### src/include/gpcsr_pkg.sv
// Purpose: constants for the gigabit phy control/status register bank
// Assumes: register indices as printed; byte address is four times the index
// Notes: bit positions, reset values and bus answer codes live here

package gpcsr_pkg;
	localparam int unsigned ADDR_W = 8;
	localparam int unsigned REG_W  = 16;
	// register indices
	localparam logic [5:0] IDX_GB_CTRL  = 6'h09;
	localparam logic [5:0] IDX_GB_STAT  = 6'h0A;
	localparam logic [5:0] IDX_XA_CTRL  = 6'h0D;
	localparam logic [5:0] IDX_XA_WIN   = 6'h0E;
	localparam logic [5:0] IDX_XABILITY = 6'h0F;
	localparam logic [5:0] IDX_FX_STAT  = 6'h10;
	localparam logic [5:0] IDX_GB_XSTAT = 6'h11;
	// gigabit control fields
	localparam int unsigned CTRL_TM_LSB  = 13;
	localparam int unsigned CTRL_MAN_EN  = 12;
	localparam int unsigned CTRL_MAN_VAL = 11;
	localparam int unsigned CTRL_PORT    = 10;
	localparam int unsigned CTRL_ADV_FD  = 9;
	localparam int unsigned CTRL_ADV_HD  = 8;
	localparam logic [2:0] TM_RESET      = 3'h0;
	localparam logic       ADV_RESET     = 1'b1;
	// extended access control fields
	localparam int unsigned XA_FN_LSB    = 14;
	localparam logic [1:0] FN_ADDR       = 2'h0;
	localparam logic [1:0] FN_DATA       = 2'h1;
	localparam logic [1:0] FN_DATA_INC   = 2'h2;
	localparam logic [1:0] FN_DATA_INCW  = 2'h3;
	localparam logic [15:0] WIN_RESET    = 16'h0000;
	// fixed ability word: copper full/half one, fibre zero
	localparam logic [15:0] XABILITY_VAL = 16'h3000;
	localparam logic [7:0] IDLE_MAX      = 8'hFF;
	// axi answer codes
	localparam logic [1:0] RESP_OKAY     = 2'h0;
	localparam logic [1:0] RESP_DECERR   = 2'h3;
endpackage
### src/design/gpcsr_regs.sv
// Purpose: axi4-lite register bank for gigabit phy control and status
// Assumes: status and event inputs come from phy logic on aclk
//          events are one-cycle pulses, one count or set per cycle
// Notes: read-to-clear effects happen on the read address handshake
//        write answer comes two cycles after both channels are taken

`timescale 1ns/1ps
`default_nettype none

module gpcsr_regs
	import gpcsr_pkg::*;
(
	// clock and reset
	input  wire logic              aclk,
	input  wire logic              aresetn,
	// axi4-lite write address and data
	input  wire logic [ADDR_W-1:0] s_axi_awaddr,
	input  wire logic              s_axi_awvalid,
	output logic                   s_axi_awready,
	input  wire logic [31:0]       s_axi_wdata,
	input  wire logic [3:0]        s_axi_wstrb,
	input  wire logic              s_axi_wvalid,
	output logic                   s_axi_wready,
	// axi4-lite write response
	output logic [1:0]             s_axi_bresp,
	output logic                   s_axi_bvalid,
	input  wire logic              s_axi_bready,
	// axi4-lite read
	input  wire logic [ADDR_W-1:0] s_axi_araddr,
	input  wire logic              s_axi_arvalid,
	output logic                   s_axi_arready,
	output logic [31:0]            s_axi_rdata,
	output logic [1:0]             s_axi_rresp,
	output logic                   s_axi_rvalid,
	input  wire logic              s_axi_rready,
	// control toward phy core
	output logic [2:0]             test_mode,
	output logic                   manual_role_en,
	output logic                   manual_role_master,
	output logic                   multi_port,
	output logic                   adv_gb_full,
	output logic                   adv_gb_half,
	output logic                   role_is_master,
	// master/slave status from phy core
	input  wire logic              auto_role_master,
	input  wire logic              ms_fault_event,
	input  wire logic              resolved_master,
	input  wire logic              local_rx_ok,
	input  wire logic              remote_rx_ok,
	input  wire logic              partner_gb_full,
	input  wire logic              partner_gb_half,
	input  wire logic              idle_error_event,
	// fast mode status: events are lock, disconnect, rx, tx, ssd, esd
	input  wire logic              fx_descr_locked,
	input  wire logic              fx_link_up,
	input  wire logic [5:0]        fx_events,
	// gigabit status: events as fast mode plus carrier extension
	input  wire logic              gb_descr_locked,
	input  wire logic              gb_link_up,
	input  wire logic [6:0]        gb_events,
	input  wire logic              gb_noncompliant_partner,
	input  wire logic              gb_crossover_error,
	// extended device access port
	output logic [4:0]             xa_device,
	output logic [15:0]            xa_address,
	output logic [15:0]            xa_wdata,
	output logic                   xa_write,
	output logic                   xa_read,
	input  wire logic [15:0]       xa_rdata
);

	// write holding state
	// address and data may arrive in either order
	logic                aw_held;
	logic                w_held;
	logic [5:0]          aw_idx;
	logic                aw_bad;
	logic [15:0]         w_data;
	logic [1:0]          w_strb;
	logic                do_wr;
	logic                do_rd;
	logic [5:0]          ar_idx;
	logic                ar_bad;
	// register fields
	logic [1:0]          xa_fn;
	logic                ms_fault;
	logic [7:0]          idle_count;
	logic [5:0]          fx_flags;
	logic [6:0]          gb_flags;
	// read mux results
	logic [15:0]         rd_word;
	logic                rd_hit;
	logic                rd_clr_stat;
	logic                rd_clr_fx;
	logic                rd_clr_gb;
	logic                wr_win_data;
	logic                rd_win_data;
	logic                wr_inc;
	logic                rd_inc;

	// handshakes: each channel taken once, write done when both held
	// read ready follows the answer so a second read cannot overrun rdata
	assign s_axi_awready = !aw_held;
	assign s_axi_wready  = !w_held;
	assign s_axi_arready = !s_axi_rvalid;
	assign do_wr         = aw_held && w_held && !s_axi_bvalid;
	assign do_rd         = s_axi_arvalid && s_axi_arready;
	assign ar_idx        = s_axi_araddr[7:2];
	assign ar_bad        = |s_axi_araddr[1:0];

	// capture write address
	always_ff @(posedge aclk) begin
		if (!aresetn) begin
			aw_held <= 1'b0;
			aw_idx  <= 6'h00;
			aw_bad  <= 1'b0;
		end else if (s_axi_awvalid && s_axi_awready) begin
			aw_held <= 1'b1;
			aw_idx  <= s_axi_awaddr[7:2];
			aw_bad  <= |s_axi_awaddr[1:0];
		end else if (do_wr) begin
			aw_held <= 1'b0;
		end
	end

	// capture write data, only the low two lanes matter
	always_ff @(posedge aclk) begin
		if (!aresetn) begin
			w_held <= 1'b0;
			w_data <= 16'h0000;
			w_strb <= 2'h0;
		end else if (s_axi_wvalid && s_axi_wready) begin
			w_held <= 1'b1;
			w_data <= s_axi_wdata[15:0];
			w_strb <= s_axi_wstrb[1:0];
		end else if (do_wr) begin
			w_held <= 1'b0;
		end
	end

	// write response
	// a held write waits here while an earlier answer still stands
	always_ff @(posedge aclk) begin
		if (!aresetn) begin
			s_axi_bvalid <= 1'b0;
			s_axi_bresp  <= RESP_OKAY;
		end else if (do_wr) begin
			s_axi_bvalid <= 1'b1;
			s_axi_bresp  <= (aw_bad || !wr_hit(aw_idx)) ? RESP_DECERR : RESP_OKAY;
		end else if (s_axi_bready) begin
			s_axi_bvalid <= 1'b0;
		end
	end

	// mapped indices
	// anything outside this list answers with a decode error
	function automatic logic wr_hit(input logic [5:0] idx);
		wr_hit = (idx == IDX_GB_CTRL) || (idx == IDX_GB_STAT) || (idx == IDX_XA_CTRL) ||
			(idx == IDX_XA_WIN) || (idx == IDX_XABILITY) || (idx == IDX_FX_STAT) ||
			(idx == IDX_GB_XSTAT);
	endfunction

	// gigabit control register, reserved low byte not stored
	// reserved test codes are stored as written; the core decides
	always_ff @(posedge aclk) begin
		if (!aresetn) begin
			test_mode          <= TM_RESET;
			manual_role_en     <= 1'b0;
			manual_role_master <= 1'b0;
			multi_port         <= 1'b0;
			adv_gb_full        <= ADV_RESET;
			adv_gb_half        <= ADV_RESET;
		end else if (do_wr && !aw_bad && aw_idx == IDX_GB_CTRL && w_strb[1]) begin
			test_mode          <= w_data[CTRL_TM_LSB +: 3];
			manual_role_en     <= w_data[CTRL_MAN_EN];
			manual_role_master <= w_data[CTRL_MAN_VAL];
			multi_port         <= w_data[CTRL_PORT];
			adv_gb_full        <= w_data[CTRL_ADV_FD];
			adv_gb_half        <= w_data[CTRL_ADV_HD];
		end
	end

	// role override: manual value only counts while enabled
	// registered, so the core sees a change one cycle after the write
	always_ff @(posedge aclk) begin
		if (!aresetn) begin
			role_is_master <= 1'b0;
		end else begin
			role_is_master <= manual_role_en ? manual_role_master : auto_role_master;
		end
	end

	// extended access control: function and device address
	// the function lane and the device lane are written independently
	always_ff @(posedge aclk) begin
		if (!aresetn) begin
			xa_fn     <= FN_ADDR;
			xa_device <= 5'h00;
		end else if (do_wr && !aw_bad && aw_idx == IDX_XA_CTRL) begin
			if (w_strb[1]) begin
				xa_fn <= w_data[XA_FN_LSB +: 2];
			end
			if (w_strb[0]) begin
				xa_device <= w_data[4:0];
			end
		end
	end

	// window decode: function 00 addresses, others move data
	// a data write needs both lanes, half a word would corrupt the target
	assign wr_win_data = do_wr && !aw_bad && aw_idx == IDX_XA_WIN && (&w_strb) && xa_fn != FN_ADDR;
	assign rd_win_data = do_rd && !ar_bad && ar_idx == IDX_XA_WIN && xa_fn != FN_ADDR;
	assign wr_inc      = wr_win_data && (xa_fn == FN_DATA_INC || xa_fn == FN_DATA_INCW);
	assign rd_inc      = rd_win_data && xa_fn == FN_DATA_INC;

	// extended register address with post-increment
	// the step lands with the strobe, so the far side latches the old address
	always_ff @(posedge aclk) begin
		if (!aresetn) begin
			xa_address <= WIN_RESET;
		end else if (do_wr && !aw_bad && aw_idx == IDX_XA_WIN && xa_fn == FN_ADDR) begin
			if (w_strb[0]) begin
				xa_address[7:0] <= w_data[7:0];
			end
			if (w_strb[1]) begin
				xa_address[15:8] <= w_data[15:8];
			end
		end else begin
			xa_address <= xa_address + {15'h0000, wr_inc} + {15'h0000, rd_inc};
		end
	end

	// data strobes toward the extended device space
	// one-cycle pulses; the data word is held until the next data write
	always_ff @(posedge aclk) begin
		if (!aresetn) begin
			xa_write <= 1'b0;
			xa_read  <= 1'b0;
			xa_wdata <= WIN_RESET;
		end else begin
			xa_write <= wr_win_data;
			xa_read  <= rd_win_data;
			if (wr_win_data) begin
				xa_wdata <= w_data;
			end
		end
	end

	// read-to-clear decode
	// clears act on the address handshake, after the word is captured
	assign rd_clr_stat = do_rd && !ar_bad && ar_idx == IDX_GB_STAT;
	assign rd_clr_fx   = do_rd && !ar_bad && ar_idx == IDX_FX_STAT;
	assign rd_clr_gb   = do_rd && !ar_bad && ar_idx == IDX_GB_XSTAT;

	// fault latch, a new event wins over the read clear
	// losing a fault that lands on the read would hide it from software
	always_ff @(posedge aclk) begin
		if (!aresetn) begin
			ms_fault <= 1'b0;
		end else begin
			ms_fault <= (ms_fault && !rd_clr_stat) || ms_fault_event;
		end
	end

	// idle error counter, saturating, cleared by read
	// an error in the clearing cycle restarts the count at one
	always_ff @(posedge aclk) begin
		if (!aresetn) begin
			idle_count <= 8'h00;
		end else if (rd_clr_stat) begin
			idle_count <= {7'h00, idle_error_event};
		end else if (idle_error_event && idle_count != IDLE_MAX) begin
			idle_count <= idle_count + 8'h01;
		end
	end

	// sticky event flags, set wins over read clear
	// live status bits are not latched and read straight from the core
	always_ff @(posedge aclk) begin
		if (!aresetn) begin
			fx_flags <= 6'h00;
			gb_flags <= 7'h00;
		end else begin
			fx_flags <= (rd_clr_fx ? 6'h00 : fx_flags) | fx_events;
			gb_flags <= (rd_clr_gb ? 7'h00 : gb_flags) | gb_events;
		end
	end

	// read mux; unlisted bits stay zero
	// misaligned or unmapped reads return zero with a decode error
	always_comb begin
		rd_word = 16'h0000;
		rd_hit  = !ar_bad;
		unique case (ar_idx)
			IDX_GB_CTRL: begin
				rd_word = {test_mode, manual_role_en, manual_role_master, multi_port,
					adv_gb_full, adv_gb_half, 8'h00};
			end
			IDX_GB_STAT: begin
				rd_word = {ms_fault, resolved_master, local_rx_ok, remote_rx_ok,
					partner_gb_full, partner_gb_half, 2'h0, idle_count};
			end
			IDX_XA_CTRL: begin
				rd_word = {xa_fn, 9'h000, xa_device};
			end
			IDX_XA_WIN: begin
				rd_word = (xa_fn == FN_ADDR) ? xa_address : xa_rdata;
			end
			IDX_XABILITY: begin
				rd_word = XABILITY_VAL;
			end
			IDX_FX_STAT: begin
				rd_word = {fx_descr_locked, fx_flags[5:4], fx_link_up, fx_flags[3:0], 8'h00};
			end
			IDX_GB_XSTAT: begin
				rd_word = {gb_descr_locked, gb_flags[6:5], gb_link_up, gb_flags[4:0],
					gb_noncompliant_partner, gb_crossover_error, 5'h00};
			end
			default: begin
				rd_word = 16'h0000;
				rd_hit  = 1'b0;
			end
		endcase
	end

	// read answer one cycle after the address is taken
	// rdata stands unchanged until rready is seen high
	always_ff @(posedge aclk) begin
		if (!aresetn) begin
			s_axi_rvalid <= 1'b0;
			s_axi_rdata  <= 32'h00000000;
			s_axi_rresp  <= RESP_OKAY;
		end else if (do_rd) begin
			s_axi_rvalid <= 1'b1;
			s_axi_rdata  <= rd_hit ? {16'h0000, rd_word} : 32'h00000000;
			s_axi_rresp  <= rd_hit ? RESP_OKAY : RESP_DECERR;
		end else if (s_axi_rready) begin
			s_axi_rvalid <= 1'b0;
		end
	end

endmodule // gpcsr_regs

`default_nettype wire

### config.mk
export PLATFORM = sky130hd
export DESIGN_NAME = gpcsr_regs
export DESIGN_NICKNAME = d
export VERILOG_FILES = /design/src/include/gpcsr_pkg.sv /design/src/design/gpcsr_regs.sv
export SDC_FILE = /design/constraint.sdc
export NUM_CORES = 1
export LEC_CHECK = 0
export ABC_AREA = 1
export BUFFER_PORTS_ARGS = -buffer_cell sky130_fd_sc_hd__buf_2
export CAP_MARGIN = 30
export CORE_AREA = 2 2 119 121
export CTS_CLUSTER_DIAMETER = 150
export DETAILED_ROUTE_END_ITERATION = 7
export DIE_AREA = 0 0 121 123
export PLACE_DENSITY = 0.77
export SYNTH_ARGS = -nofsm -noshare
export SYNTH_HDL_FRONTEND = slang
export SYNTH_SLANG_ARGS = --single-unit
### constraint.sdc
create_clock -name aclk -period 5.1 [get_ports aclk]
set_input_delay 0.255 -clock aclk [delete_from_list [all_inputs] [get_ports aclk]]
set_output_delay 0.255 -clock aclk [all_outputs]
set_load 0.05 [all_outputs]
==> summary.md <==
• worst reg2reg path startpoint: w_strb[1]
• result of the run: completed
• Rel. slew slack: 40.7%
• number of synthesis warnings: 0
• Die ar.: 0.0149 sq mm
• max_cap viols: 0
• Boundary Pins: 191
• commonest non-fill, non-tap cell in the layout: nand2_1
• origin of the worst min-delay path: fx_events[4]
• Peak Freq: 292 MHz
• Via-to-Cell Ratio: 5.08
• share of post-route cells with drive strength above 1: 19.6%
• leakage power of the design: 3.54 nW
• DRT Pass-1 Iters: 5
• global-route met2 utilization: 40.9%
• global-route wire length before repair: 28.8 mm
• FF-to-FF path depth: 12
• endpoint type of the worst setup path: flop
• shortest period the worst path allows: 3430 ps
• total non-filler cell area in the finished layout: 0.00748 sq mm
• total negative setup slack: 0 ps
• met3 demand-to-capacity share in global routing: 6.09%
• Num CTS Buffers: 17
• number of nets in the layout: 1170
• transition time of the tightest slew-check pin: 885 ps
• Clock Tree Root: clkbuf_16
• total number of clock tree sinks: 119
• hold bufs inserted after CTS: 0
• worst hold endpoint: fx_flags[4]
• met1 Track Usage GR: 32.0%
• slowest cell delay on critical path: 690 ps
• part of the cycle the worst path needs: 67.2%
• Initial Utilization: 44.2%
• Mapped Area: 0.00602 sq mm
• global routing's busiest layer: met2
• number of distinct standard cells referenced by the synthesized netlist: 35
• setup repair after global routing missed its margin: no
• sequential fraction of the synthesis area: 39.6%
• antenna violations before repair: 0
• total DRC errors in the routed layout: 0
• PostCTS Resize Cnt: 0
• count of inserted antenna diode cells: 0
• critical path data arrival time: 3730 ps
• Row Count: 43
• Horiz. Die Dim: 121 um
• pin count of the biggest net entering global routing: 56
• number of buffers added on ports: 156
• final weighted congestion in routability-driven placement: 0.920
• setup-violating endpoint count in the final report: 0
• mean area per synthesized cell: 6.53 sq um
• Top Family by Delay on Critical Path: simple AND/OR/NAND/NOR gates
• clock tree skew after final layout: 5.46 ps
• routed wirelength normalized by instance count: 14.4 um
• worst reg-to-reg setup slack: 1670 ps
• cell chain of the critical path: inv_2, nor3_4, nand3_1, fa_1, inv_1, ha_1, nand3_1, nor2_1, nand3_1, o21ai_0, nand2_1, o21a_1
• leading cell types in the layout, fill and taps excluded: nand2_1 (225), buf_2 (156), nor2_1 (153)
• ANT nets after route: 0
• total congestion overflow: 0
• Total Power Consumption: 2.52 mW
• number of buffers inserted to repair setup after CTS: 0
• clock latency at the later pin of the worst-skew pair: 410 ps
• Startpoint Class: flop
• Worst Hold Margin: 46.8 ps
• core footprint: 0.0136 sq mm
• cell at the slowest stage of the critical path: nor3_4
• overall routing resource usage: 24.9%
• largest driver fanout on the critical path: 18
• required time of the worst setup path: 5410 ps
• filler cell count: 1363
• library cell appearing most often on the critical path: nand3_1
• number of synthesized register bits: 119
• Placed Area: 0.00682 sq mm
• CTS max path bufs: 2
• clock transition at the register clock pins on the worst setup and hold paths after CTS: 50 ps
• final count of hold timing violations: 0
• Worst Hold Depth: 3
• height of the die: 123 um
• area added between synthesis and finish: 24.3%
• path category of the worst min-delay check: input pin to flop
• CTS tree: done
• count of vias placed by the detailed router: 6387
• VDD IR-drop max: 0.000209 V
• reg-to-reg endpoint: xa_address[14]
• total length of routed wires: 18.2 mm
• count of mapped cells out of synthesis: 921
• crit path buf inv count: 2
• htree depth: 4
• Iteration-0 DRC Markers: 538
• PD cells: 337 mW/mm^2
• post-detail-place hpwl: 13.4 mm
• via count of the first global-routing pass: 5839
• Crit Path Class: flop to flop
• count of final max-slew check failures: 0
## metrics by stage
step | worst slack (ps) | instances | utilization (%)
after floorplan | 1850 | 936 | -
after global placement | 1780 | 1226 | 50.1
after detailed placement | 1750 | 1226 | 50.1
after CTS | 1730 | 1258 | 54.9
after global routing | 1340 | 1258 | 54.9
final | 1670 | 1258 | 54.9
## final cells by class
| type | instances | area [sq um] | share of cell area [%] |
|---|---|---|---|
| multi-input cells | 682 | 3080 | 41.2 |
| flip-flops and latches | 119 | 2380 | 31.9 |
| repair buffers | 160 | 811 | 10.8 |
| clock buffers | 25 | 495 | 6.62 |
| inverters | 85 | 319 | 4.27 |
| well taps | 180 | 225 | 3.01 |
| clock inverters | 7 | 164 | 2.19 |
## per-layer routing
layer  vias up  routed length (um)
met5         -                   0
met4         0                 420
met3        32                1450
met2       261                8470
met1      2871                7820
li1       3223                   -
## worst max-delay path by stage
stage                     slack (ps)  cells past startpoint        endpoint    startpoint
after CTS                       1730                     12  xa_address[14]     w_strb[1]
after detailed placement        1750                     15  xa_address[14]  s_axi_rvalid
final                           1670                     12  xa_address[14]     w_strb[1]
after floorplan                 1850                     15  xa_address[14]  s_axi_rvalid
after global placement          1780                     15  xa_address[14]  s_axi_rvalid
after global routing            1340                     12  xa_address[14]     w_strb[1]
## sequential cells by signal, summed over array words and instances, names as in the netlist, 2 cells and up
signal / count
gb_flags: 7
xa_address: 16
test_mode: 3
fx_flags: 6
s_axi_rdata: 16
xa_device: 5
w_strb: 2
w_data: 16
aw_idx: 6
xa_fn: 2
xa_wdata: 16
idle_count: 8
## worst register-to-register path: stages (launching register included)
cell and delay, ps:
dfxtp_1 500, inv_2 180, nor3_4 690, nand3_1 190
fa_1 430, inv_1 140, ha_1 260, nand3_1 140
nor2_1 180, nand3_1 180, o21ai_0 190, nand2_1 60
o21a_1 180
## power by group
group,internal (mW),switching [mW]
logic,0.0563,0.141
clock network,0.920,0.412
registers,0.961,0.0280
total,1.94,0.582
## cells by family (layout without fill, tap and decap cells)
| family | after synthesis | after routing | synth area share, % |
|---|---|---|---|
| simple gates | 502 | 502 | 35.3 |
| xor+xnor | 7 | 7 | 1.02 |
| fa+ha+maj | 3 | 3 | 0.749 |
| compound gates | 154 | 154 | 13.2 |
| buf+inv | 135 | 277 | 10.1 |
| other cells | 1 | 16 | 0.0623 |
| flops | 119 | 119 | 39.6 |
## cells in the mapped netlist
library cell | number | area share [%]
nor3b_1 | 1 | 0.12
inv_2 | 6 | 0.37
dfxtp_1 | 119 | 40
o31ai_1 | 1 | 0.12
nor4_1 | 2 | 0.21
clkbuf_1 | 17 | 1.1
conb_1 | 1 | 0.062
buf_2 | 9 | 0.75
inv_1 | 79 | 4.9
nor3_1 | 23 | 1.9
buf_4 | 22 | 2.7
buf_6 | 1 | 0.19
nand3_1 | 67 | 5.6
nor2_2 | 6 | 0.62
nand2_2 | 4 | 0.42
nand3_2 | 1 | 0.17
nor2_4 | 3 | 0.56
ha_1 | 2 | 0.42
nor2_1 | 153 | 9.5
o21a_1 | 2 | 0.25
nand4_1 | 11 | 1.1
nand2_1 | 225 | 14
and2_1 | 1 | 0.10
nor3_4 | 1 | 0.27
xnor2_1 | 2 | 0.29
nor3_2 | 2 | 0.33
nand3b_1 | 2 | 0.25
fa_1 | 1 | 0.33
a21oi_1 | 84 | 7.0
o21ai_0 | 60 | 5.0
a211oi_1 | 1 | 0.12
xor2_1 | 5 | 0.73
a31oi_1 | 1 | 0.10
o211ai_1 | 5 | 0.62
buf_1 | 1 | 0.062
No activity file was read; power rests on OpenSTA's default activity.
